### src/wwt_defines.vh
`ifndef WWT_DEFINES_VH
`define WWT_DEFINES_VH

// ****************************************************************
// Register map
// ****************************************************************
`define WWT_ADDR_W 8
`define WWT_OFS_CONTROL 8'h00
`define WWT_OFS_STATE 8'h01

// ****************************************************************
// Field layout
// ****************************************************************
`define WWT_CTRL_PERIOD_LSB 0
`define WWT_CTRL_PERIOD_MSB 3
`define WWT_CTRL_WINDOW_LSB 4
`define WWT_CTRL_WINDOW_MSB 7
`define WWT_STATE_LOCK_BIT 7
`define WWT_STATE_PEND_BIT 0
`define WWT_STATE_RESET 8'h00

// ****************************************************************
// Timing in slow ticks
// ****************************************************************
`define WWT_CNT_W 14
`define WWT_CODE_MAX 4'hB
`define WWT_KICK_TICKS 2'h2
`define WWT_SLOW_TICK_HZ 1024

`endif

### src/wwt_sync.v
`timescale 1ns/10ps
module wwt_sync #(
    parameter WIDTH = 1
) (
    clk_sys,
    rst_n,
    asyncIn,
    syncOut
);
    input wire clk_sys;
    input wire rst_n;
    input wire [WIDTH-1:0] asyncIn;
    output wire [WIDTH-1:0] syncOut;

    reg [WIDTH-1:0] meta_q;
    reg [WIDTH-1:0] sync_q;

    // ****************************************************************
    // Two-stage synchroniser
    // ****************************************************************
    always @(posedge clk_sys)
    begin
        if (!rst_n)
        begin
            meta_q <= {WIDTH{1'b0}};
            sync_q <= {WIDTH{1'b0}};
        end
        else
        begin
            meta_q <= asyncIn;
            sync_q <= meta_q;
        end
    end

    assign syncOut = sync_q;
endmodule

### src/wwt_watchdog.v
// The address-and-strobe port was left to the implementer.
`timescale 1ns/10ps
`include "wwt_defines.vh"
module wwt_watchdog (
    clk_sys,
    rst_n,
    regAddr,
    regWrData,
    regWrEn,
    regRdEn,
    regRdData,
    changeGuardOpen,
    fuseWatchdogCfg,
    kickInstruction,
    slowTickIn,
    debugMode,
    cpuHalted,
    sysResetReq,
    sysResetAck,
    crossingPending,
    watchdogActive
);
    input wire clk_sys;
    input wire rst_n;
    input wire [7:0] regAddr;
    input wire [7:0] regWrData;
    input wire regWrEn;
    input wire regRdEn;
    output wire [7:0] regRdData;
    input wire changeGuardOpen;
    input wire [7:0] fuseWatchdogCfg;
    input wire kickInstruction;
    input wire slowTickIn;
    input wire debugMode;
    input wire cpuHalted;
    output wire sysResetReq;
    input wire sysResetAck;
    output wire crossingPending;
    output wire watchdogActive;

    // ****************************************************************
    // Length decode, shared by open and closed fields
    // ****************************************************************
    function [`WWT_CNT_W-1:0] codeTicks;
        input [3:0] code;
        begin
            case (code)
                4'h1: codeTicks = 14'h0008;
                4'h2: codeTicks = 14'h0010;
                4'h3: codeTicks = 14'h0020;
                4'h4: codeTicks = 14'h0040;
                4'h5: codeTicks = 14'h0080;
                4'h6: codeTicks = 14'h0100;
                4'h7: codeTicks = 14'h0200;
                4'h8: codeTicks = 14'h0400;
                4'h9: codeTicks = 14'h0800;
                4'hA: codeTicks = 14'h1000;
                4'hB: codeTicks = 14'h2000;
                default: codeTicks = 14'h0000;
            endcase
        end
    endfunction

    // ****************************************************************
    // Declarations
    // ****************************************************************
    reg bootDone_q;
    reg [7:0] ctrl_q;
    reg lock_q;
    reg pending_q;
    reg [7:0] active_q;
    reg tickSeen_q;
    reg kickPend_q;
    reg [1:0] kickAge_q;
    reg [`WWT_CNT_W-1:0] cnt_q;
    reg [`WWT_CNT_W-1:0] cnt_d;
    reg closedPhase_q;
    reg closedPhase_d;
    reg windowLive_q;
    reg windowLive_d;
    reg prevWinOn_q;
    reg resetReq_q;
    reg [7:0] rdData_q;
    reg expire;
    reg badKick;
    wire tickSync;
    wire tickPulse;
    wire ctrlHit;
    wire stateHit;
    wire ctrlWrite;
    wire lockSet;
    wire lockClear;
    wire kickApply;
    wire [3:0] periodCode;
    wire [3:0] windowCode;
    wire [`WWT_CNT_W-1:0] openLen;
    wire [`WWT_CNT_W-1:0] closedLen;
    wire wdOn;
    wire winOn;
    wire running;

    // ****************************************************************
    // Slow tick synchronisation and edge detect
    // ****************************************************************
    // The oscillator is unrelated to clk_sys, so only the second flop is read
    wwt_sync #(
        .WIDTH(1)
    ) u_tickSync (
        .clk_sys(clk_sys),
        .rst_n(rst_n),
        .asyncIn(slowTickIn),
        .syncOut(tickSync)
    );

    always @(posedge clk_sys)
    begin
        if (!rst_n)
        begin
            tickSeen_q <= 1'b0;
        end
        else
        begin
            tickSeen_q <= tickSync;
        end
    end

    assign tickPulse = tickSync & ~tickSeen_q;

    // ****************************************************************
    // Register decode
    // ****************************************************************
    assign ctrlHit = (regAddr == `WWT_OFS_CONTROL);
    assign stateHit = (regAddr == `WWT_OFS_STATE);
    // Lock only blocks control; an unguarded write is simply dropped
    assign ctrlWrite = regWrEn & ctrlHit & changeGuardOpen & ~lock_q & bootDone_q;
    assign lockSet = regWrEn & stateHit & changeGuardOpen
        & regWrData[`WWT_STATE_LOCK_BIT];
    assign lockClear = regWrEn & stateHit & changeGuardOpen & debugMode
        & ~regWrData[`WWT_STATE_LOCK_BIT];

    // ****************************************************************
    // Control, lock and boot load
    // ****************************************************************
    // Fuse is caught on the first edge after reset release, not in reset
    always @(posedge clk_sys)
    begin
        if (!rst_n)
        begin
            bootDone_q <= 1'b0;
            ctrl_q <= 8'h00;
            lock_q <= 1'b0;
        end
        else if (!bootDone_q)
        begin
            bootDone_q <= 1'b1;
            ctrl_q <= fuseWatchdogCfg;
            lock_q <= (fuseWatchdogCfg[`WWT_CTRL_PERIOD_MSB:`WWT_CTRL_PERIOD_LSB] != 4'h0);
        end
        else
        begin
            if (ctrlWrite)
            begin
                ctrl_q <= regWrData;
            end
            if (lockSet)
            begin
                lock_q <= 1'b1;
            end
            else if (lockClear)
            begin
                lock_q <= 1'b0;
            end
        end
    end

    // ****************************************************************
    // Crossing of control into the tick domain
    // ****************************************************************
    // A write landing on a tick keeps pending set and moves on the next tick
    always @(posedge clk_sys)
    begin
        if (!rst_n)
        begin
            pending_q <= 1'b0;
            active_q <= 8'h00;
        end
        else if (!bootDone_q)
        begin
            pending_q <= 1'b0;
            active_q <= fuseWatchdogCfg;
        end
        else if (ctrlWrite)
        begin
            pending_q <= 1'b1;
        end
        else if (pending_q && tickPulse)
        begin
            pending_q <= 1'b0;
            active_q <= ctrl_q;
        end
    end

    assign periodCode = active_q[`WWT_CTRL_PERIOD_MSB:`WWT_CTRL_PERIOD_LSB];
    assign windowCode = active_q[`WWT_CTRL_WINDOW_MSB:`WWT_CTRL_WINDOW_LSB];
    assign openLen = codeTicks(periodCode);
    assign closedLen = codeTicks(windowCode);
    // Reserved period codes decode to zero length and keep the unit off
    assign wdOn = (periodCode != 4'h0) && (openLen != 14'h0000);
    assign winOn = (windowCode != 4'h0) && (closedLen != 14'h0000);
    // No sleep input gates this: counting goes on while the tick runs, unless cpuHalted or a reset request stands
    assign running = wdOn & ~cpuHalted & ~resetReq_q;

    // ****************************************************************
    // Kick synchronisation
    // ****************************************************************
    // Kicks during a pending one merge; age counts whole slow ticks
    always @(posedge clk_sys)
    begin
        if (!rst_n)
        begin
            kickPend_q <= 1'b0;
            kickAge_q <= 2'h0;
        end
        else if (kickApply || cpuHalted)
        begin
            kickPend_q <= 1'b0;
            kickAge_q <= 2'h0;
        end
        else if (kickInstruction && !kickPend_q)
        begin
            kickPend_q <= 1'b1;
            kickAge_q <= 2'h0;
        end
        else if (kickPend_q && tickPulse)
        begin
            kickAge_q <= kickAge_q + 2'h1;
        end
    end

    assign kickApply = kickPend_q && tickPulse && (kickAge_q == `WWT_KICK_TICKS - 2'h1);

    // ****************************************************************
    // Counter and window sequencing
    // ****************************************************************
    always @*
    begin
        cnt_d = cnt_q;
        closedPhase_d = closedPhase_q;
        windowLive_d = windowLive_q;
        expire = 1'b0;
        badKick = 1'b0;
        if (!running)
        begin
            cnt_d = 14'h0000;
            closedPhase_d = 1'b0;
            if (cpuHalted || !winOn)
            begin
                windowLive_d = 1'b0;
            end
        end
        else if (winOn && !prevWinOn_q)
        begin
            cnt_d = 14'h0000;
            closedPhase_d = 1'b0;
            windowLive_d = 1'b0;
        end
        else if (kickApply)
        begin
            if (closedPhase_q)
            begin
                badKick = 1'b1;
            end
            else
            begin
                cnt_d = 14'h0000;
                closedPhase_d = winOn;
                windowLive_d = winOn;
            end
        end
        else if (tickPulse)
        begin
            if (closedPhase_q)
            begin
                if (cnt_q == closedLen - 14'h0001)
                begin
                    cnt_d = 14'h0000;
                    closedPhase_d = 1'b0;
                end
                else
                begin
                    cnt_d = cnt_q + 14'h0001;
                end
            end
            else if (cnt_q == openLen - 14'h0001)
            begin
                expire = 1'b1;
            end
            else
            begin
                cnt_d = cnt_q + 14'h0001;
            end
        end
    end

    always @(posedge clk_sys)
    begin
        if (!rst_n)
        begin
            cnt_q <= 14'h0000;
            closedPhase_q <= 1'b0;
            windowLive_q <= 1'b0;
            prevWinOn_q <= 1'b0;
        end
        else
        begin
            cnt_q <= cnt_d;
            closedPhase_q <= closedPhase_d;
            windowLive_q <= windowLive_d;
            prevWinOn_q <= winOn & running;
        end
    end

    // ****************************************************************
    // System reset request
    // ****************************************************************
    // A new cause in the acknowledge cycle keeps the request standing
    always @(posedge clk_sys)
    begin
        if (!rst_n)
        begin
            resetReq_q <= 1'b0;
        end
        else if (expire || badKick)
        begin
            resetReq_q <= 1'b1;
        end
        else if (sysResetAck)
        begin
            resetReq_q <= 1'b0;
        end
    end

    // ****************************************************************
    // Read port
    // ****************************************************************
    always @(posedge clk_sys)
    begin
        if (!rst_n)
        begin
            rdData_q <= 8'h00;
        end
        else if (regRdEn && ctrlHit)
        begin
            rdData_q <= ctrl_q;
        end
        else if (regRdEn && stateHit)
        begin
            rdData_q <= {lock_q, 6'h00, pending_q};
        end
        else
        begin
            rdData_q <= 8'h00;
        end
    end

    assign regRdData = rdData_q;
    assign sysResetReq = resetReq_q;
    assign crossingPending = pending_q;
    assign watchdogActive = running;
endmodule

### config.mk
export PLATFORM = sky130hd
export DESIGN_NAME = wwt_watchdog
export DESIGN_NICKNAME = d
export VERILOG_FILES = /design/src/wwt_sync.v /design/src/wwt_watchdog.v
export VERILOG_INCLUDE_DIRS = /design/src
export SDC_FILE = /design/constraint.sdc
export NUM_CORES = 1
export LEC_CHECK = 0
export ABC_AREA = 1
export BUFFER_PORTS_ARGS = -buffer_cell sky130_fd_sc_hd__buf_4
export CAP_MARGIN = 0
export CORE_ASPECT_RATIO = 1.25
export CORE_MARGIN = 1.5
export CORE_UTILIZATION = 40
export CTS_CLUSTER_SIZE = 25
export DETAILED_ROUTE_END_ITERATION = 8
export PLACE_DENSITY = 0.62
export SYNTH_ARGS = -nofsm -noshare
export SYNTH_HDL_FRONTEND = slang
export SYNTH_SLANG_ARGS = --single-unit
### constraint.sdc
create_clock -name clk_sys -period 2.21 [get_ports clk_sys]
set_input_delay 0.3315 -clock clk_sys [delete_from_list [all_inputs] [get_ports clk_sys]]
set_output_delay 0.3315 -clock clk_sys [all_outputs]
set_load 0.05 [all_outputs]
======== Word level (Yosys, flattened, before mapping) ========
Memories as Yosys holds them, arrays and structs flattened. A register that Yosys moved wholly into a read port is not among the register bits.
Cells that the tools add are included.
cells by class
  $add $sub $neg .......................... 4
  eq/ne operators ......................... 10
  mux-type cells .......................... 40
  bitwise operators ....................... 20
  reduce and logical (&&, ||, !) cells .... 28
operators by type and width
  cell                                                                   count
  14-bit 2-to-1 mux                                                      6
  8-bit 2-to-1 mux                                                       7
  14-bit equality test                                                   2
  14-bit nonzero test                                                    2
  14-bit by 1-bit subtractor with 14-bit output, second input constant   2
  1-bit 2-to-1 mux                                                       23
  4-bit 2-to-1 mux                                                       4
  14-bit by 1-bit adder with 14-bit output, second input constant        1
  1-bit AND                                                              13
  4-bit nonzero test                                                     3
  1-bit logical AND                                                      9
  8-bit by 1-bit equality test with 1-bit output, second input constant  1
  8-bit logical NOT                                                      1
  1-bit NOT                                                              7
  2-bit nonzero test                                                     3
  3-bit OR reduction                                                     2
  2-bit by 1-bit != test with 1-bit output, second input constant        2
  2-bit != test, second input constant                                   2
  2-bit AND reduction                                                    2
  3-bit by 1-bit != test with 1-bit output, second input constant        1
  3-bit != test, second input constant                                   1
  3-bit AND reduction                                                    1
  2-bit by 1-bit adder with 2-bit output, second input constant          1
  2-bit by 1-bit equality test with 1-bit output, second input constant  1
  other kinds (3)                                                        5
storage, ports and cells
  bits in registers ....................... 50
  bits in read-only memories .............. 352
  bits of input ports ..................... 34
  logic and storage cells ................. 119
  memories kept ........................... 2
memories
  name              words  bits a word  rd ports  clocked after memory_dff  wr ports  line               RTL
  (name not given)  16     11           1         1                         0         wwt_watchdog.v:47  case (code)
  (name not given)  16     11           1         1                         0         wwt_watchdog.v:47

======== Depth between registers and ports, before layout ========
  depth after elaboration ................. 10
  gate-level depth with buffers ........... 15

======== Modules after synthesis ========
A second synthesis with hierarchy kept.
second synthesis, totals
  cell total of the unflattened synthesis .. 601
  area total of the unflattened synthesis .. 4122.7 µm²
modules (own cells, without submodules)
  module        times used  cells an instance  area an instance (µm²)  sequential area each (µm²)
  wwt_watchdog  1           595                4067.7                  1401.3
  wwt_sync      1           6                  55.1                    40.0

======== Least setup slack after synthesis ========
No wires, ideal clock.
  path type ............................... reg-to-reg
  from .................................... reg resetReq_q, in the netlist sysResetReq
  to ...................................... reg closedPhase_q
  data arrival time ....................... 2362 ps
  required time ........................... 2138 ps
  setup slack ............................. -224 ps
  cell stages (with the launch flop) ...... 8
  path buffers ............................ 0
  period minus slack after synthesis ...... 2434 ps
  cell sequence ........................... dfxtp_1 > nor2_1 > o31ai_1 > a41oi_1 > nand2_1 > nor2_4 > clkinv_1 > a21oi_1
on the way
  cells in the longest elaborated chain, start to end .. 4
ends and longest elaborated chain
  what                          line                RTL
  from (decl)                   wwt_watchdog.v:82   reg resetReq_q;
  from (signal assigned)        wwt_watchdog.v:331  resetReq_q <= 1'b0;
  from (signal assigned)        wwt_watchdog.v:335  resetReq_q <= 1'b1;
  from (signal assigned)        wwt_watchdog.v:339  resetReq_q <= 1'b0;
  1-bit NOT                     wwt_watchdog.v:211  assign running = wdOn & ~cpuHalted & ~resetReq_q;
  1-bit AND                     wwt_watchdog.v:211
  named net watchdogActive      wwt_watchdog.v:39   output wire watchdogActive;
  1-bit NOT (no line)           n/a
  3-bit OR reduction (no line)  n/a
  to (signal assigned)          wwt_watchdog.v:317  closedPhase_q <= closedPhase_d;
  to (decl)                     wwt_watchdog.v:77   reg closedPhase_q;
The timed path passes the listed nets, and every way through them passes these cells.
A chain may end at the register's enable or synchronous reset.

======== Worst setup path after layout ========
  from .................................... reg closedLen[3] (netlist name)
  to ...................................... reg cnt_q[12]
on the way
  cells in the longest elaborated chain, start to end .. 6
ends and longest elaborated chain
  what                                           line                RTL
  14-bit by 1-bit subtractor with 14-bit output  wwt_watchdog.v:284  if (cnt_q == closedLen - 14'h0001)
  14-bit equality test                           wwt_watchdog.v:284
  14-bit 2-to-1 mux                              wwt_watchdog.v:284
  14-bit 2-to-1 mux                              wwt_watchdog.v:282  if (closedPhase_q)
  14-bit 2-to-1 mux                              wwt_watchdog.v:280  else if (tickPulse)
  14-bit 2-to-1 mux                              wwt_watchdog.v:267  else if (kickApply)
  to (signal assigned)                           wwt_watchdog.v:316  cnt_q <= cnt_d;
  to (decl)                                      wwt_watchdog.v:75   reg [`WWT_CNT_W-1:0] cnt_q;
Parallel ways exist; a longest one is shown, timed or not. The select of a mux whose other input is x is not followed.

==> run metrics <==
slack of the worst reg-to-reg path=0.23 ns; hold_buf cts=0; syn_nets=660; remaining routing DRC violations=0; Finished Cell Area=4903 um2; synthesis-stage register bit count=72; largest net degree at the start of global routing=26; width of the die=92.88 um; final wirelength=10280 um; commonest non-fill, non-tap cells in the layout=nand2_1 (162), inv_1 (99), nor2_1 (88), dfxtp_1 (72), buf_4 (55); worst-case clock skew=0.005351 ns; complex-gate fraction of the synthesized area=0.08798; Hold Path Class=input pin to register; Clock Path Buffers=2; number of vias in the routed layout=3948; initial antenna violation count=1; distinct cell type count after synthesis=43; DRT iter0 DRCs=133; adder and majority gate portion of the synthesized area=0.01549; clock tree from TritonCTS=done; Clock Sink Count=72; total overflow reported by the global router=0; worst setup path startpoint=closedLen[3]; routed via count divided by cell count=4.917; Die Height=115.3 um; kind of start point of the critical path=register; clock input transition at the sequential cells of the worst setup and hold paths=0.06 ns; mean routed wirelength per cell=12.80 um; run status=completed; cell chain of the critical path=inv_1 > ha_2 > nand2_1 > nor2_1 > buf_4 > nand2_1 > nand2_1 > nand2_1 > nor2_1 > nand4_1 > buf_4 > nand4_1 > a21oi_1; post-synthesis share of cell area spent on and, or, nand and nor gates=0.3804; CTS buffer count=9; number of detailed-route iterations in the first pass=6; Final Total Pwr=0.003365 W; setup violators final=0; post-synthesis sequential area ratio=0.3569; standby leakage power=2.372 nW; total placed cells including tap cells=786; Setup crit end=cnt_q[12]; count of inserted antenna diode cells=0; Post-synth EDFFs=0; most used flip-flop cell after synthesis=dfxtp_1; number of levels the H-tree was split into=3; area of placed instances=4536 um2; cell row count=40; die area=10710 um2; Crit. End Element=register; cell area power density=686.2 nW/um2; half-perimeter wire length after detailed placement=8048 um; RR Startpoint=closedLen[3]; Crit path required time=2.43 ns; # Max-Cap Violations=0; effective utilization at floorplan=0.4160; number of setup buffers added after CTS=0; worst-case vdd ir drop=0.4928 mV; final antenna-violating net count=0; Setup TNS Final=0 ns; Max-Slew Margin vs Limit=0.6095; slowest cell on the critical path=dfxtp_1; Yosys warning total=0; first-pass GRT wire length=17200 um; Core Area=9709 um2; Cells after Synth=621; main combinational cell family by area after synthesis=simple AND/OR/NAND/NOR gates; leading cell type in the layout, fill and taps excluded=nand2_1; Root Buffer Master=clkbuf_16; gp weighted congestion=0.8660; Crit Path Category=register to register; IO Pins=45; maximum achievable frequency=0.5059 GHz; final standard cell count with taps included and fillers excluded=803; transition time at the pin with the least slew margin=0.5813 ns; critical path peak fanout=13; hold slack final=0.1778 ns; Avg Cell Area, Syn=6.504 um2; count of final max-slew check failures=0; number of global-route vias before repair=3792; most common cell type on the critical path=nand2_1; clock period minus final worst setup slack=1.977 ns; number of inserted filler cells in the final layout=1017; multiplexer share of the synthesized area=0; reg-to-reg endpoint=cnt_q[12]; RSZ-0062 raised after global routing=false; Hold Fails Final Rpt=0; largest stage delay on the critical path=0.31 ns; layout cell share with drive strength beyond 1=0.1595; synthesized cell area=4039 um2; Layout area overhead=21.41%; final worst path period share=0.8944; PortBufs=44; share of async-settable or async-resettable flops after synthesis=0; worst-skew pair later-pin latency=0.33 ns; overall routing resource usage=0.2046; Resized Gates After CTS=0; Final Net Count=711; WP data arrival=2.19 ns; worst r2r path cells=13; XOR/XNOR Fraction of Synth Area=0.04337
per-layer routing:
layer	track usage	vias up	wire length, um
li1	-	2044	-
met1	0.2279	1777	4250
met2	0.3655	100	5245
met3	0.05556	25	469
met4	0.08485	2	298
met5	0	-	13
layout make-up:
class / count / area [um2] / share of cell area
tap: 126 / 157.7 / 0.03215
timing repair buffer: 55 / 412.9 / 0.08421
sequential: 72 / 1441 / 0.2940
inverter: 103 / 386.6 / 0.07885
clock buffer: 10 / 239.0 / 0.04874
multi-input combinational: 431 / 2175 / 0.4435
clock inverter: 6 / 91.34 / 0.01863
cell families (layout without fill, tap and decap cells):
logic type | Yosys count | count (layout)
flops | 72 | 72
simple gates | 345 | 346
fa+ha+maj | 5 | 5
compound gates | 60 | 60
xor+xnor | 20 | 20
buf+inv | 119 | 174
metrics by stage:
| stage | setup slack (ns) | util |
|---|---|---|
| after global routing | 0.006254 | 0.5050 |
| after floorplan | 0.1521 | - |
| after CTS | 0.1578 | 0.5012 |
| after global placement | 0.1622 | 0.4671 |
| final | 0.2333 | 0.5050 |
| after detailed placement | 0.1307 | 0.4671 |
registers in the layout, indices dropped and copies added, names as in the netlist:
signal              flops
cnt_q                  14
closedLen              11
openLen                11
active_q                8
ctrl_q                  8
regRdData               8
kickAge_q               2
bootDone_q              1
closedPhase_q           1
crossingPending         1
kickPend_q              1
lock_q                  1
prevWinOn_q             1
sysResetReq             1
tickSeen_q              1
u_tickSync.meta_q       1
u_tickSync.syncOut      1
how the worst min path moves through the flow:
stage / endpoint / cells past startpoint / slack (ns) / start
after floorplan: bootDone_q / 0 / 0.36 / rst_n
after global placement: u_tickSync.syncOut / 2 / 0.39 / u_tickSync.meta_q
after detailed placement: u_tickSync.syncOut / 2 / 0.40 / u_tickSync.meta_q
after CTS: u_tickSync.meta_q / 3 / 0.17 / slowTickIn
after global routing: u_tickSync.meta_q / 3 / 0.19 / slowTickIn
final: u_tickSync.meta_q / 3 / 0.18 / slowTickIn
Yosys cell counts (3+ instances only):
library cell  number  area share
buf_2              8      0.0099
nor3_1             4      0.0050
dfxtp_1           72        0.36
nand2_1          163        0.15
clkbuf_1           5      0.0046
nor2_1            91       0.085
ha_1               5       0.015
nor2_2             3      0.0046
nand3_2            3      0.0074
nand4_1           17       0.026
nand2_4            4       0.011
a21oi_1           28       0.035
xor2_1            13       0.028
o21bai_1           4      0.0074
nand2_2            7       0.011
a311oi_1           3      0.0065
inv_2              3      0.0028
o21ai_0           12       0.015
inv_1             99       0.092
nand3_1           44       0.055
xnor2_1            7       0.015
power breakdown:
group	internal, W	switching, W	total (W)
combinational	0.000159	0.000254	0.000413
sequential	0.00133	0.0000219	0.00135
clock	0.00102	0.000572	0.00160
total	0.00252	0.000848	0.00336
worst max-delay path, delay by kind of cell, from the launching register on:
kind	cells	cell delay [ns]
and+or+nand+nor	8	0.77
buffers and inverters	3	0.48
DFF	1	0.31
adders and majority gates	1	0.24
AOI/OAI and AO/OA	1	0.07
(Power assumes the default switching activity.)
